===== config.mk =====
export PLATFORM = sky130hd
export DESIGN_NAME = frds_read_seq
export DESIGN_NICKNAME = d
export VERILOG_FILES = /design/src/rtl/frds_pkg.sv /design/src/rtl/frds_read_seq.sv /design/src/rtl/frds_cmd_loader.sv /design/src/rtl/frds_sector_counter.sv
export VERILOG_INCLUDE_DIRS = /design/src /design/src/rtl
export SDC_FILE = /design/constraint.sdc
export NUM_CORES = 1
export LEC_CHECK = 0
export BUFFER_PORTS_ARGS = -buffer_cell sky130_fd_sc_hd__buf_4
export CORE_UTILIZATION = 40
export DETAILED_ROUTE_END_ITERATION = 16
export GPL_ROUTABILITY_DRIVEN = 0
export GPL_TIMING_DRIVEN = 1
export RECOVER_POWER = 50
export REMOVE_ABC_BUFFERS = 1
export SLEW_MARGIN = 10
export SYNTH_ARGS = -nofsm -noshare
export SYNTH_HDL_FRONTEND = slang
export SYNTH_HIERARCHICAL = 1
export SYNTH_SLANG_ARGS = --single-unit

===== constraint.sdc =====
create_clock -name clk_sys_i -period 2.8 [get_ports clk_sys_i]
set_clock_uncertainty 0.05 [all_clocks]
set_input_delay 0 -clock clk_sys_i [delete_from_list [all_inputs] [get_ports clk_sys_i]]
set_output_delay 0 -clock clk_sys_i [all_outputs]
set_load 0.01 [all_outputs]

===== src/rtl/frds_defs.svh =====
// Constants of the floppy read data sequencer: opcodes, fields, result bits and timing.
`ifndef FRDS_DEFS_SVH
`define FRDS_DEFS_SVH

`define FRDS_CMD_BYTES 4'h9
`define FRDS_RES_BYTES 3'h7
`define FRDS_OP_READ 5'h06
`define FRDS_OP_READ_DEL 5'h0c
`define FRDS_B0_MT 7
`define FRDS_B0_SK 5
`define FRDS_B1_HEAD 2
`define FRDS_IC_NORMAL 2'h0
`define FRDS_IC_ABNORMAL 2'h1
`define FRDS_IC_INVALID 2'h2
`define FRDS_ST0_SE 5
`define FRDS_ST0_HEAD 2
`define FRDS_ST1_EN 7
`define FRDS_ST1_DE 5
`define FRDS_ST1_ND 2
`define FRDS_ST2_CM 6
`define FRDS_ST2_DD 5
`define FRDS_BASE_SECTOR 15'h0080
`define FRDS_SHORT_LIMIT 8'h80
`define FRDS_CLK_NS 5
`define FRDS_TICK_NS 1000
`define FRDS_TICK_CYCLES ((`FRDS_TICK_NS) / (`FRDS_CLK_NS))

`endif


===== src/rtl/frds_pkg.sv =====
// Types shared by the floppy read data sequencer modules.
package frds_pkg;
   typedef logic [7:0] frds_byte_t;
   typedef logic [14:0] frds_count_t;
   typedef enum logic [2:0] {
      st_idle = 3'b000,
      st_seek = 3'b001,
      st_settle = 3'b010,
      st_scan = 3'b011,
      st_data = 3'b100,
      st_crc = 3'b101,
      st_result = 3'b110
   } frds_state_t;
endpackage


===== src/rtl/frds_read_seq.sv =====
// Execution sequencer of the read data and read deleted data commands.
`timescale 1ns/1ps
`include "frds_defs.svh"
module frds_read_seq #(
   parameter int TICK_CYCLES = `FRDS_TICK_CYCLES
) (
   input wire logic clk_sys_i,
   input wire logic rst_i,
   input wire logic cmd_valid_i,
   input wire frds_pkg::frds_byte_t cmd_byte_i,
   input wire logic implied_seek_en_i,
   input wire frds_pkg::frds_byte_t settle_time_i,
   input wire frds_pkg::frds_byte_t unload_time_i,
   output logic seek_req_o,
   output frds_pkg::frds_byte_t seek_cyl_o,
   input wire logic seek_done_i,
   input wire logic seek_fail_i,
   input wire frds_pkg::frds_byte_t seek_fail_cyl_i,
   output logic [3:0] drive_busy_o,
   output logic head_load_o,
   output logic cmd_busy_o,
   input wire logic hole_pulse_n_i,
   input wire logic id_valid_i,
   input wire frds_pkg::frds_byte_t id_cyl_i,
   input wire frds_pkg::frds_byte_t id_head_i,
   input wire frds_pkg::frds_byte_t id_sector_i,
   input wire frds_pkg::frds_byte_t id_size_i,
   input wire logic id_crc_ok_i,
   input wire logic dam_valid_i,
   input wire logic dam_deleted_i,
   input wire logic disk_byte_valid_i,
   input wire frds_pkg::frds_byte_t disk_byte_i,
   input wire logic data_crc_valid_i,
   input wire logic data_crc_ok_i,
   input wire logic transfer_stop_i,
   output logic fifo_valid_o,
   output frds_pkg::frds_byte_t fifo_data_o,
   output logic fifo_result_o,
   input wire logic fifo_ready_i
);
   import frds_pkg::*;

   frds_byte_t cmd [0:8];
   logic cmd_ready;
   logic deliver;
   logic last_byte;
   logic is_read;
   logic deleted_op;
   logic cm_hit;
   logic fifo_free;
   logic start_head;
   logic do_advance;
   logic idx_fall;

   frds_state_t state_reg, state_next;
   frds_byte_t c_reg, c_next, h_reg, h_next, r_reg, r_next;
   logic [1:0] ic_reg, ic_next, idx_reg, idx_next;
   logic se_reg, se_next, en_reg, en_next, de_reg, de_next, nd_reg, nd_next;
   logic cm_reg, cm_next, dd_reg, dd_next;
   logic matched_reg, matched_next, cm_stop_reg, cm_stop_next;
   logic stopped_reg, stopped_next, hole_prev_reg, hole_prev_next;
   logic [16:0] timer_reg, timer_next;
   logic [2:0] res_reg, res_next;
   logic seek_req_reg, seek_req_next, busy_reg, busy_next;
   logic head_reg, head_next;
   logic [3:0] dbusy_reg, dbusy_next;
   logic fv_reg, fv_next, fres_reg, fres_next;
   frds_byte_t fd_reg, fd_next;

   frds_cmd_loader u_loader (
      .clk_sys_i(clk_sys_i),
      .rst_i(rst_i),
      .busy_i(busy_reg),
      .cmd_valid_i(cmd_valid_i),
      .cmd_byte_i(cmd_byte_i),
      .cmd_ready_o(cmd_ready),
      .cmd_o(cmd)
   );

   frds_sector_counter u_counter (
      .clk_sys_i(clk_sys_i),
      .rst_i(rst_i),
      .clear_i(state_reg != st_data),
      .byte_i(state_reg == st_data && disk_byte_valid_i),
      .size_code_i(cmd[5][2:0]),
      .short_len_i(cmd[8]),
      .deliver_o(deliver),
      .last_o(last_byte),
      .beyond_short_o()
   );

   function automatic frds_byte_t result_byte(input logic [2:0] idx, input frds_byte_t st0,
                                              input frds_byte_t st1, input frds_byte_t st2,
                                              input frds_byte_t c, input frds_byte_t h,
                                              input frds_byte_t r, input frds_byte_t n);
      case (idx)
         3'h0: result_byte = st0;
         3'h1: result_byte = st1;
         3'h2: result_byte = st2;
         3'h3: result_byte = c;
         3'h4: result_byte = h;
         3'h5: result_byte = r;
         default: result_byte = n;
      endcase
   endfunction

   ////////////////////////////////////////////////////////////////////////////////
   frds_byte_t st0, st1, st2;

   always_comb
   begin
      st0 = 8'h00;
      st0[7:6] = ic_reg;
      st0[`FRDS_ST0_SE] = se_reg;
      st0[`FRDS_ST0_HEAD] = cmd[1][`FRDS_B1_HEAD];
      st0[1:0] = cmd[1][1:0];
      st1 = 8'h00;
      st1[`FRDS_ST1_EN] = en_reg;
      st1[`FRDS_ST1_DE] = de_reg;
      st1[`FRDS_ST1_ND] = nd_reg;
      st2 = 8'h00;
      st2[`FRDS_ST2_CM] = cm_reg;
      st2[`FRDS_ST2_DD] = dd_reg;
   end

   ////////////////////////////////////////////////////////////////////////////////
   always_comb
   begin
      state_next = state_reg;
      c_next = c_reg;
      h_next = h_reg;
      r_next = r_reg;
      ic_next = ic_reg;
      idx_next = idx_reg;
      se_next = se_reg;
      en_next = en_reg;
      de_next = de_reg;
      nd_next = nd_reg;
      cm_next = cm_reg;
      dd_next = dd_reg;
      matched_next = matched_reg;
      cm_stop_next = cm_stop_reg;
      stopped_next = stopped_reg;
      timer_next = timer_reg;
      res_next = res_reg;
      seek_req_next = 1'b0;
      busy_next = busy_reg;
      head_next = head_reg;
      dbusy_next = dbusy_reg;
      fv_next = fv_reg && !fifo_ready_i;
      fd_next = fd_reg;
      fres_next = fres_reg;
      fifo_free = !fv_reg || fifo_ready_i;
      hole_prev_next = hole_pulse_n_i;
      idx_fall = hole_prev_reg && !hole_pulse_n_i;
      is_read = cmd[0][4:0] == `FRDS_OP_READ || cmd[0][4:0] == `FRDS_OP_READ_DEL;
      deleted_op = cmd[0][4:0] == `FRDS_OP_READ_DEL;
      cm_hit = dam_deleted_i ^ deleted_op;
      start_head = 1'b0;
      do_advance = 1'b0;
      case (state_reg)
         st_idle:
         begin
            if (head_reg)
            begin
               if (timer_reg == 17'h00000)
                  head_next = 1'b0;
               else
                  timer_next = timer_reg - 17'h00001;
            end
            if (cmd_ready)
            begin
               busy_next = 1'b1;
               c_next = cmd[2];
               h_next = cmd[3];
               r_next = cmd[4];
               {ic_next, se_next, en_next, de_next, nd_next} = 6'h00;
               {cm_next, dd_next, cm_stop_next, stopped_next, matched_next} = 5'h00;
               res_next = 3'h0;
               if (!is_read)
               begin
                  ic_next = `FRDS_IC_INVALID;
                  state_next = st_result;
               end
               else if (implied_seek_en_i)
               begin
                  seek_req_next = 1'b1;
                  dbusy_next[cmd[1][1:0]] = 1'b1;
                  state_next = st_seek;
               end
               else
               begin
                  start_head = 1'b1;
               end
            end
         end
         st_seek:
         begin
            if (seek_fail_i)
            begin
               dbusy_next = 4'h0;
               ic_next = `FRDS_IC_ABNORMAL;
               se_next = 1'b1;
               c_next = seek_fail_cyl_i;
               state_next = st_result;
            end
            else if (seek_done_i)
            begin
               dbusy_next = 4'h0;
               start_head = 1'b1;
            end
         end
         st_settle:
         begin
            if (timer_reg == 17'h00000)
               state_next = st_scan;
            else
               timer_next = timer_reg - 17'h00001;
         end
         st_scan:
         begin
            if (idx_fall)
            begin
               idx_next = idx_reg + 2'h1;
               if (idx_reg == 2'h1)
               begin
                  ic_next = `FRDS_IC_ABNORMAL;
                  nd_next = 1'b1;
                  state_next = st_result;
               end
            end
            if (id_valid_i)
            begin
               if (!id_crc_ok_i)
               begin
                  ic_next = `FRDS_IC_ABNORMAL;
                  de_next = 1'b1;
                  dd_next = 1'b1;
                  state_next = st_result;
               end
               else
               begin
                  matched_next = id_cyl_i == c_reg && id_head_i == h_reg &&
                                 id_sector_i == r_reg && id_size_i == cmd[5];
               end
            end
            else if (dam_valid_i && matched_reg)
            begin
               matched_next = 1'b0;
               if (cm_hit)
                  cm_next = 1'b1;
               if (cm_hit && cmd[0][`FRDS_B0_SK])
               begin
                  do_advance = 1'b1;
               end
               else
               begin
                  cm_stop_next = cm_hit;
                  state_next = st_data;
               end
            end
         end
         st_data:
         begin
            if (disk_byte_valid_i && deliver && !stopped_reg)
            begin
               if (fifo_free)
               begin
                  fv_next = 1'b1;
                  fd_next = disk_byte_i;
                  fres_next = 1'b0;
               end
               else
               begin
                  stopped_next = 1'b1;
               end
            end
            if (transfer_stop_i)
               stopped_next = 1'b1;
            if (last_byte)
               state_next = st_crc;
         end
         st_crc:
         begin
            if (data_crc_valid_i)
            begin
               if (!data_crc_ok_i)
               begin
                  ic_next = `FRDS_IC_ABNORMAL;
                  de_next = 1'b1;
                  state_next = st_result;
               end
               else if (cm_stop_reg)
               begin
                  state_next = st_result;
               end
               else
               begin
                  do_advance = 1'b1;
               end
            end
         end
         st_result:
         begin
            if (fifo_free)
            begin
               fv_next = 1'b1;
               fres_next = 1'b1;
               fd_next = result_byte(res_reg, st0, st1, st2, c_reg, h_reg, r_reg, cmd[5]);
               res_next = res_reg + 3'h1;
               if (res_reg == `FRDS_RES_BYTES - 3'h1)
               begin
                  busy_next = 1'b0;
                  timer_next = 17'(unload_time_i) * 17'(TICK_CYCLES);
                  state_next = st_idle;
               end
            end
         end
         default:
         begin
            state_next = st_idle;
         end
      endcase
      if (start_head)
      begin
         idx_next = 2'h0;
         if (head_reg)
         begin
            // The unload count may run out in this very cycle; the new command keeps the head.
            head_next = 1'b1;
            state_next = st_scan;
         end
         else
         begin
            head_next = 1'b1;
            timer_next = 17'(settle_time_i) * 17'(TICK_CYCLES);
            state_next = st_settle;
         end
      end
      if (do_advance)
      begin
         idx_next = 2'h0;
         state_next = stopped_reg ? st_result : st_scan;
         if (r_reg == cmd[6])
         begin
            r_next = 8'h01;
            if (cmd[0][`FRDS_B0_MT])
               h_next = {h_reg[7:1], !h_reg[0]};
            if (cmd[0][`FRDS_B0_MT] && !h_reg[0])
            begin
               state_next = stopped_reg ? st_result : st_scan;
            end
            else
            begin
               c_next = c_reg + 8'h01;
               state_next = st_result;
               if (!stopped_reg)
               begin
                  ic_next = `FRDS_IC_ABNORMAL;
                  en_next = 1'b1;
               end
            end
         end
         else
         begin
            r_next = r_reg + 8'h01;
         end
      end
   end

   always_ff @(posedge clk_sys_i)
   begin
      if (rst_i)
      begin
         state_reg <= st_idle;
         c_reg <= 8'h00;
         h_reg <= 8'h00;
         r_reg <= 8'h00;
         {ic_reg, idx_reg} <= 4'h0;
         {se_reg, en_reg, de_reg, nd_reg, cm_reg, dd_reg} <= 6'h00;
         {matched_reg, cm_stop_reg, stopped_reg} <= 3'h0;
         hole_prev_reg <= 1'b1;
         timer_reg <= 17'h00000;
         res_reg <= 3'h0;
         {seek_req_reg, busy_reg, head_reg} <= 3'h0;
         dbusy_reg <= 4'h0;
         {fv_reg, fres_reg} <= 2'h0;
         fd_reg <= 8'h00;
      end
      else
      begin
         state_reg <= state_next;
         c_reg <= c_next;
         h_reg <= h_next;
         r_reg <= r_next;
         {ic_reg, idx_reg} <= {ic_next, idx_next};
         {se_reg, en_reg, de_reg, nd_reg, cm_reg, dd_reg} <=
            {se_next, en_next, de_next, nd_next, cm_next, dd_next};
         {matched_reg, cm_stop_reg, stopped_reg} <= {matched_next, cm_stop_next, stopped_next};
         hole_prev_reg <= hole_prev_next;
         timer_reg <= timer_next;
         res_reg <= res_next;
         {seek_req_reg, busy_reg, head_reg} <= {seek_req_next, busy_next, head_next};
         dbusy_reg <= dbusy_next;
         {fv_reg, fres_reg} <= {fv_next, fres_next};
         fd_reg <= fd_next;
      end
   end

   assign seek_req_o = seek_req_reg;
   assign seek_cyl_o = c_reg;
   assign drive_busy_o = dbusy_reg;
   assign head_load_o = head_reg;
   assign cmd_busy_o = busy_reg;
   assign fifo_valid_o = fv_reg;
   assign fifo_data_o = fd_reg;
   assign fifo_result_o = fres_reg;

   ////////////////////////////////////////////////////////////////////////////////
   property p_seek_busy;
      @(posedge clk_sys_i) disable iff (rst_i)
      state_reg == st_seek |-> drive_busy_o[cmd[1][1:0]];
   endproperty
   a_seek_busy: assert property (p_seek_busy) else $error("Drive not busy in seek.");

   property p_seek_fail;
      @(posedge clk_sys_i) disable iff (rst_i)
      (state_reg == st_seek && seek_fail_i) |=> ic_reg == 2'h1 && c_reg == $past(seek_fail_cyl_i);
   endproperty
   a_seek_fail: assert property (p_seek_fail) else $error("Seek failure not reported.");

   property p_settle_head;
      @(posedge clk_sys_i) disable iff (rst_i)
      state_reg == st_settle |-> head_load_o;
   endproperty
   a_settle_head: assert property (p_settle_head) else $error("Settling with head unloaded.");

   property p_loaded_skip;
      @(posedge clk_sys_i) disable iff (rst_i)
      (state_reg == st_idle && cmd_ready && is_read && !implied_seek_en_i && head_reg)
         |=> state_reg == st_scan;
   endproperty
   a_loaded_skip: assert property (p_loaded_skip) else $error("Loaded head settled again.");

   property p_index_twice;
      @(posedge clk_sys_i) disable iff (rst_i)
      (state_reg == st_scan && idx_fall && idx_reg == 2'h1) |=> state_reg == st_result && nd_reg;
   endproperty
   a_index_twice: assert property (p_index_twice) else $error("Missing sector not flagged.");

   property p_id_crc;
      @(posedge clk_sys_i) disable iff (rst_i)
      (state_reg == st_scan && id_valid_i && !id_crc_ok_i) |=> de_reg && dd_reg && ic_reg == 2'h1;
   endproperty
   a_id_crc: assert property (p_id_crc) else $error("ID CRC fault not flagged.");

   property p_stop_quiet;
      @(posedge clk_sys_i) disable iff (rst_i)
      (stopped_reg && state_reg == st_data) |=> !(fv_reg && !fres_reg && $changed(fd_reg));
   endproperty
   a_stop_quiet: assert property (p_stop_quiet) else $error("Data passed after stop.");

   property p_result_end;
      @(posedge clk_sys_i) disable iff (rst_i)
      (state_reg == st_result && fifo_free && res_reg == 3'h6) |=> state_reg == st_idle && fres_reg;
   endproperty
   a_result_end: assert property (p_result_end) else $error("Result length wrong.");

   property p_wrap;
      @(posedge clk_sys_i) disable iff (rst_i)
      (do_advance && r_reg == cmd[6]) |=> r_reg == 8'h01;
   endproperty
   a_wrap: assert property (p_wrap) else $error("Sector did not wrap to one.");
endmodule


===== src/rtl/frds_cmd_loader.sv =====
// Collects the nine command bytes of a data transfer command.
`timescale 1ns/1ps
`include "frds_defs.svh"
module frds_cmd_loader (
   input wire logic clk_sys_i,
   input wire logic rst_i,
   input wire logic busy_i,
   input wire logic cmd_valid_i,
   input wire frds_pkg::frds_byte_t cmd_byte_i,
   output logic cmd_ready_o,
   output frds_pkg::frds_byte_t cmd_o [0:8]
);
   import frds_pkg::*;

   logic [3:0] cnt_reg;
   logic [3:0] cnt_next;
   logic ready_reg;
   logic ready_next;
   frds_byte_t bytes_reg [0:8];
   frds_byte_t bytes_next [0:8];

   always_comb
   begin
      cnt_next = cnt_reg;
      ready_next = 1'b0;
      bytes_next = bytes_reg;
      if (cmd_valid_i && !busy_i)
      begin
         bytes_next[cnt_reg] = cmd_byte_i;
         if (cnt_reg == `FRDS_CMD_BYTES - 4'h1)
         begin
            cnt_next = 4'h0;
            ready_next = 1'b1;
         end
         else
         begin
            cnt_next = cnt_reg + 4'h1;
         end
      end
   end

   always_ff @(posedge clk_sys_i)
   begin
      if (rst_i)
      begin
         cnt_reg <= 4'h0;
         ready_reg <= 1'b0;
         for (int i = 0; i < 9; i++)
         begin
            bytes_reg[i] <= 8'h00;
         end
      end
      else
      begin
         cnt_reg <= cnt_next;
         ready_reg <= ready_next;
         bytes_reg <= bytes_next;
      end
   end

   assign cmd_ready_o = ready_reg;
   assign cmd_o = bytes_reg;

   property p_ninth_byte;
      @(posedge clk_sys_i) disable iff (rst_i)
      cmd_ready_o |-> $past(cnt_reg) == 4'h8 && $past(cmd_valid_i) && cnt_reg == 4'h0;
   endproperty
   a_ninth_byte: assert property (p_ninth_byte) else $error("Start without nine bytes.");
endmodule


===== src/rtl/frds_sector_counter.sv =====
// Counts bytes within one sector and decides which of them reach the host.
`timescale 1ns/1ps
`include "frds_defs.svh"
module frds_sector_counter (
   input wire logic clk_sys_i,
   input wire logic rst_i,
   input wire logic clear_i,
   input wire logic byte_i,
   input wire logic [2:0] size_code_i,
   input wire frds_pkg::frds_byte_t short_len_i,
   output logic deliver_o,
   output logic last_o,
   output logic beyond_short_o
);
   import frds_pkg::*;

   frds_count_t cnt_reg;
   frds_count_t cnt_next;
   frds_count_t size;
   frds_count_t limit;

   function automatic frds_count_t sector_bytes(input logic [2:0] code);
      sector_bytes = `FRDS_BASE_SECTOR << code;
   endfunction

   always_comb
   begin
      size = sector_bytes(size_code_i);
      limit = size;
      if (size_code_i == 3'h0 && short_len_i < `FRDS_SHORT_LIMIT)
      begin
         limit = {7'h00, short_len_i};
      end
      cnt_next = clear_i ? 15'h0000 : (byte_i ? cnt_reg + 15'h0001 : cnt_reg);
   end

   always_ff @(posedge clk_sys_i)
   begin
      if (rst_i)
         cnt_reg <= 15'h0000;
      else
         cnt_reg <= cnt_next;
   end

   assign deliver_o = cnt_reg < limit;
   assign last_o = byte_i && cnt_reg == size - 15'h0001;
   // A write path fills these positions with zero bytes; a read discards them.
   assign beyond_short_o = !deliver_o;

   property p_short_limit;
      @(posedge clk_sys_i) disable iff (rst_i)
      (size_code_i == 3'h0 && short_len_i < 8'h80 && deliver_o) |-> cnt_reg < 15'(short_len_i);
   endproperty
   a_short_limit: assert property (p_short_limit) else $error("Short sector overrun.");

   property p_full_sector;
      @(posedge clk_sys_i) disable iff (rst_i)
      last_o |-> cnt_reg == (15'h0080 << size_code_i) - 15'h0001;
   endproperty
   a_full_sector: assert property (p_full_sector) else $error("Sector length wrong.");
endmodule


=== Word level (Yosys, flattened, before mapping) ===
Index checks and enable logic that the tools add are counted.

* Equal/unequal tests: 56
* Shifts and indexed selects: 1
* Multipliers: 2
* Reductions and logical operators: 56
* Divide/modulo/power cells: 0
* Bitwise gates (word level): 7
* Muxes and demuxes: 145
* Add/subtract/negate cells: 8
* $lt $le $gt $ge: 6

{| class="wikitable"
|+ Operators by type and width
! cell !! number
|-
| 8-bit two-way mux || 18
|-
| 17-bit two-way mux || 6
|-
| 72-bit bitwise mux || 1
|-
| 3-bit two-way mux || 24
|-
| 1-bit two-way mux || 53
|-
| 17-bit one-hot mux with 3 select lines || 1
|-
| 8-bit one-hot mux with 6 select lines || 1
|-
| 8-bit equality test || 5
|-
| 8-bit demux with 4-bit select || 1
|-
| 2-bit != test (second input constant) || 16
|-
| 8-bit one-hot mux with 2 select lines || 2
|-
| 8-bit by 5-bit multiplier with 13-bit output (second input constant) || 2
|-
| 2-bit two-way mux || 13
|-
| 4-bit two-way mux || 6
|-
| 4-bit != test (second input constant) || 6
|-
| 1-bit one-hot mux with 2 select lines || 12
|-
| 4-bit AND reduction || 6
|-
| 3-bit one-hot mux with 7 select lines || 1
|-
| 3-bit equality test (second input constant) || 6
|-
| 3-bit != test (second input constant) || 6
|-
| 17-bit logical NOT || 1
|-
| 17-bit by 1-bit subtractor with 17-bit output (second input constant) || 1
|-
| 8-bit by 1-bit adder with 8-bit output (second input constant) || 2
|-
| 1-bit logical AND || 16
|-
| other kinds (46) || 75
|}

* Memory bits (writable): 0
* Register bits: 170
* Word-level logic and storage cells: 319
* ROM bits: 0
* Bits in latches: 0
* Input bits: 88
* Memories kept: 0

=== Depth between registers and ports, before layout ===
* Depth after elaboration: 10
* Depth in mapped cells: 18

=== Cells and area by module ===
Netlist, hierarchy kept.

{| class="wikitable"
|+ By module, submodules not included
! module !! area each (µm²) !! cells an instance !! instances
|-
| frds_read_seq || 6543.8 || 833 || 1
|-
| frds_cmd_loader || 2902.8 || 269 || 1
|-
| frds_sector_counter || 1357.6 || 169 || 1
|}

=== Least setup slack after synthesis ===
Ideal clock, no wire load.

* Path type: register -> register
* From: register u_loader.bytes_reg (netlist bit u_loader/cmd_o[26])
* To: register fd_reg[5] (netlist: fifo_data_o[5])
* Stages on the path, launching flop included: 18
* Buffers on the path: 3
* Clock period less this slack: 3.146 ns
* Arrival time: 2.969 ns
* Setup time: 0.128 ns
* Data required time: 2.622 ns
* Slack: -0.346 ns
* Cell sequence: dfxtp_1 buf_2 buf_6 nor3_1 inv_1 nor2_1 nand2_1 ha_1 o2111ai_1 a21oi_1 o221ai_1 o211a_1 nand2_1 nor2_1 o211ai_1 clkbuf_1 mux2i_1 nor2_1

* Longest elaborated chain between the ends: 8
* Elaborated cells on any way between the ends: 9
* Those cells by class: order compare: 1; eq/ne: 1; shift: 1; mux: 1; reduce/logical: 5

{| class="wikitable"
|+ Ends and longest elaborated chain
! element !! line !! text
|-
| start: declaration || frds_cmd_loader.sv:19 || <nowiki>frds_byte_t bytes_reg [0:8];</nowiki>
|-
| start signal: assignment || frds_cmd_loader.sv:57 || <nowiki>bytes_reg <= bytes_next;</nowiki>
|-
| branches (longest 2 deep; another with 8-bit by 3-bit left shift with 15-bit output) || -- ||
|-
| 15-bit two-way mux (*) || frds_sector_counter.sv:30 || <nowiki>if (size_code_i == 3'h0 && short_len_i < `FRDS_SHORT_LIMIT)</nowiki>
|-
| 15-bit less-than comparator (*) || frds_sector_counter.sv:45 || <nowiki>assign deliver_o = cnt_reg < limit;</nowiki>
|-
| via deliver || frds_read_seq.sv:45 || <nowiki>logic deliver;</nowiki>
|-
| 1-bit logical AND (*) (2 in a row) || frds_read_seq.sv:265 || <nowiki>if (disk_byte_valid_i && deliver && !stopped_reg)</nowiki>
|-
| 2-bit by 1-bit != test with 1-bit output (no line) (*) || -- ||
|-
| 4-bit AND reduction (no line) (*) || -- ||
|-
| end signal: assignment || frds_read_seq.sv:406 || <nowiki>fd_reg <= fd_next;</nowiki>
|-
| end: declaration || frds_read_seq.sv:68 || <nowiki>frds_byte_t fd_reg, fd_next;</nowiki>
|}

Mark *: on every way through the listed nets, which the timed path passes.
A chain may end at the register's enable or synchronous reset.

=== Worst setup path after layout ===
* From: register u_loader.bytes_reg (netlist bit u_loader/cmd_o[26])
* To: register state_reg[0]

* Longest elaborated chain between the ends: 6

{| class="wikitable"
|+ Ends and longest elaborated chain
! element !! line !! text
|-
| 8-bit by 3-bit left shift with 15-bit output (no line) || -- ||
|-
| 15-bit by 1-bit subtractor with 15-bit output || frds_sector_counter.sv:46 || <nowiki>assign last_o = byte_i && cnt_reg == size - 15'h0001;</nowiki>
|-
| 15-bit equality test || frds_sector_counter.sv:46 ||
|-
| 1-bit logical AND || frds_sector_counter.sv:46 ||
|-
| via last_byte || frds_read_seq.sv:46 || <nowiki>logic last_byte;</nowiki>
|-
| 4-bit != test (no line) || -- ||
|-
| 9-bit AND reduction (no line) || -- ||
|-
| end signal: assignment || frds_read_seq.sv:375 || <nowiki>state_reg <= st_idle;</nowiki>
|-
| end signal: assignment || frds_read_seq.sv:392 || <nowiki>state_reg <= state_next;</nowiki>
|-
| end: declaration || frds_read_seq.sv:55 || <nowiki>frds_state_t state_reg, state_next;</nowiki>
|}

The timed path passes the listed nets, and every way through them passes these cells.

==> results.toml <==
[floorplan]
boundaryPins = 113
fp.dieH_um = 162.5
start_util = 0.4081
std_cell_rows = 58
dieArea_um2 = 26410
coreArea_um2 = 25250
fp.dieW_um = 162.5

[sta]
tns_ps = -978.3
hold_viol = 0
setup_viol = 12
relSlewSlack = 0.2953
fmax_mhz = 340.7
timing.final.max_slew_violations = 0
rsz0062_at_grt = "true"
period_share = 1.048
fin_ws_ps = -135.1
period_minus_slack_ps = 2935
tightestPinTransition_ps = 1057

[finish]
largest_reg_flops = 58
diodes = 0
syn_to_final_growth_pct = 26.22
layout-drive-gt1-share = 0.1861
fin_nets = 1595
fin_cells = 1759
finalInstanceArea_um2 = 13010
fillerInstances = 2464

[logic_synthesis]
syn_area_um2 = 10310
ys_warn_count = 6
synth_area_per_cell_um2 = 8.399
postSynthCellCount = 1227

[clocking]
clkLatencyLatePin_ps = 430
cts_root_buf = "clkbuf_16"
htreeDepth = 4
cts_tree = "built"
cts.clk_slew.worst_paths_ps = 70
cts_max_path_buffers = 2
cts.sinks = 156
cts_made_buffers = 17

[route]
drc = 0
wl_um = 32660
dr_wl_met2_um = 15440
vias = 9950
viasPerCell = 5.657
routed.top_layer = "met4"
drt_first_pass_iters = 7
met3_length_um = 1861
wl_met1_um = 14220
drtAntennaViolNets = 0
wl_per_cell_um = 18.57
drt_iter0_markers = 551

[setup_path]
cp_slowest_stage_delay_ps = 350
start_kind = "flop"
arrival_ps = 3260
endpoint_kind = "flop"
reg2reg_slack_ps = -140
required_ps = 3130
cp_max_fo = 4
worstSetupPathType = "flop to flop"
cp_slowest_cell = "dfxtp_2"
worstPathCellList = "nor3_4 -> inv_2 -> buf_12 -> ha_4 -> xor2_4 -> mux2i_1 -> o2111ai_2 -> a2111oi_4 -> mux2i_1 -> a32o_2 -> buf_4 -> nor3_4 -> and4b_1 -> o32a_1"

[outcome]
status = "finished with violations"
violations = "setup timing"

[placed_design]
io_buffer_count = 112
place_inst = 1682
place_area_um2 = 11850
dp_hpwl_um = 23940

[run]
max_cap_violations = 0

[hold_path]
hold_class = "input pin to flop"

[global_route]
gr-total-overflow = 0
grt_max_degree = 47
antenna_found_initial = 0
track_usage = 0.2475
first_global_vias = 9335
grt_first_pass_wirelength_um = 50610

[power_and_ir_drop]
p_total_uw = 8228
vdd.ir_drop.worst_mv = 0.4815
p_leak_uw = 0.005536
powerDensity_nw_per_um2 = 632.5
==> where the power goes <==
group | internal, uW | total (uW) | leakage (uW) | switching [uW]
Sequential | 2380 | 2560 | 0.00126 | 180
Combinational | 1330 | 3200 | 0.00397 | 1870
Clock | 1430 | 2470 | 0.000303 | 1040
==> worst paths after layout <==
path	start	end	depth (start not counted)
hold reg to reg	u_loader/cmd_o[41]	h_reg[1]	2
setup reg to reg	u_loader/cmd_o[26]	state_reg[0]	14
hold / removal	seek_done_i	head_load_o	4
setup / recovery	u_loader/cmd_o[26]	state_reg[0]	14
==> cell usage in the layout (no fill, tap or decap), types with 6 or more instances in the layout <==
cell type and instances:
nor2_1 87, xor2_1 57, nor4_1 16, mux2i_1 58, inv_1 45, nand2b_1 11, nand2_1 143, nor3_1 33
a21o_1 10, o21a_1 7, a22o_1 12, nand4_1 12, dfxtp_1 153, clkbuf_16 17, ha_1 83, o211ai_1 7
a22oi_1 8, or3_1 13, xnor2_1 17, a31oi_1 29, a221oi_1 13, nor2b_1 11, o21ai_0 41, or2_2 7
a21oi_1 64, a311oi_1 7, clkbuf_1 26, nand3b_1 6, a211oi_1 16, nand3_1 44, buf_4 167, dlygate4sd3_1 40
and2_1 10, a211oi_2 7
==> critical path: cells and delay by family, from the launching register on <==
| family | cells | cell delay (ps) |
|---|---|---|
| compound gates | 4 | 880 |
| xor+xnor | 1 | 160 |
| fa+ha+maj | 1 | 170 |
| buf+inv | 3 | 370 |
| flops | 1 | 350 |
| mux | 2 | 380 |
| simple gates | 3 | 530 |
==> timing repair <==
item,CTS,global route
endpoints found under the hold margin,41,0
endpoints found under the setup margin,12,21
gates resized for setup,12,34
gates cloned,0,1
setup buffers,1,3
pin swaps,8,13
hold buffers,40,0
==> stage by stage <==
| stage | util | hold WS [ps] | setup slack [ps] |
|---|---|---|---|
| finish | 0.5151 | 34.50 | -135.1 |
| global route | 0.5151 | 73.20 | -295.0 |
| CTS | 0.5115 | 30.21 | -78.39 |
| detailed placement | 0.4692 | 166.6 | -301.1 |
| global placement | 0.4692 | 161.3 | -229.7 |
| floorplan | - | 14.65 | -1065 |
==> per-layer routing <==
metal | GRT usage | vias up
met5 | 0 | -
met4 | 0.1068 | 0
met3 | 0.03820 | 67
met2 | 0.4159 | 378
met1 | 0.3128 | 4665
li1 | - | 4840
==> layout make-up <==
| cell class | count | area [um^2] | share of cell area |
|---|---|---|---|
| multi-input combinational | 955 | 6864 | 0.5277 |
| sequential | 156 | 3127 | 0.2404 |
| timing repair buffer | 238 | 1812 | 0.1393 |
| clock buffer | 18 | 429.2 | 0.03299 |
| tap | 330 | 412.9 | 0.03174 |
| clock inverter | 14 | 183.9 | 0.01414 |
| inverter | 48 | 180.2 | 0.01385 |
(Power assumes the default switching activity.)
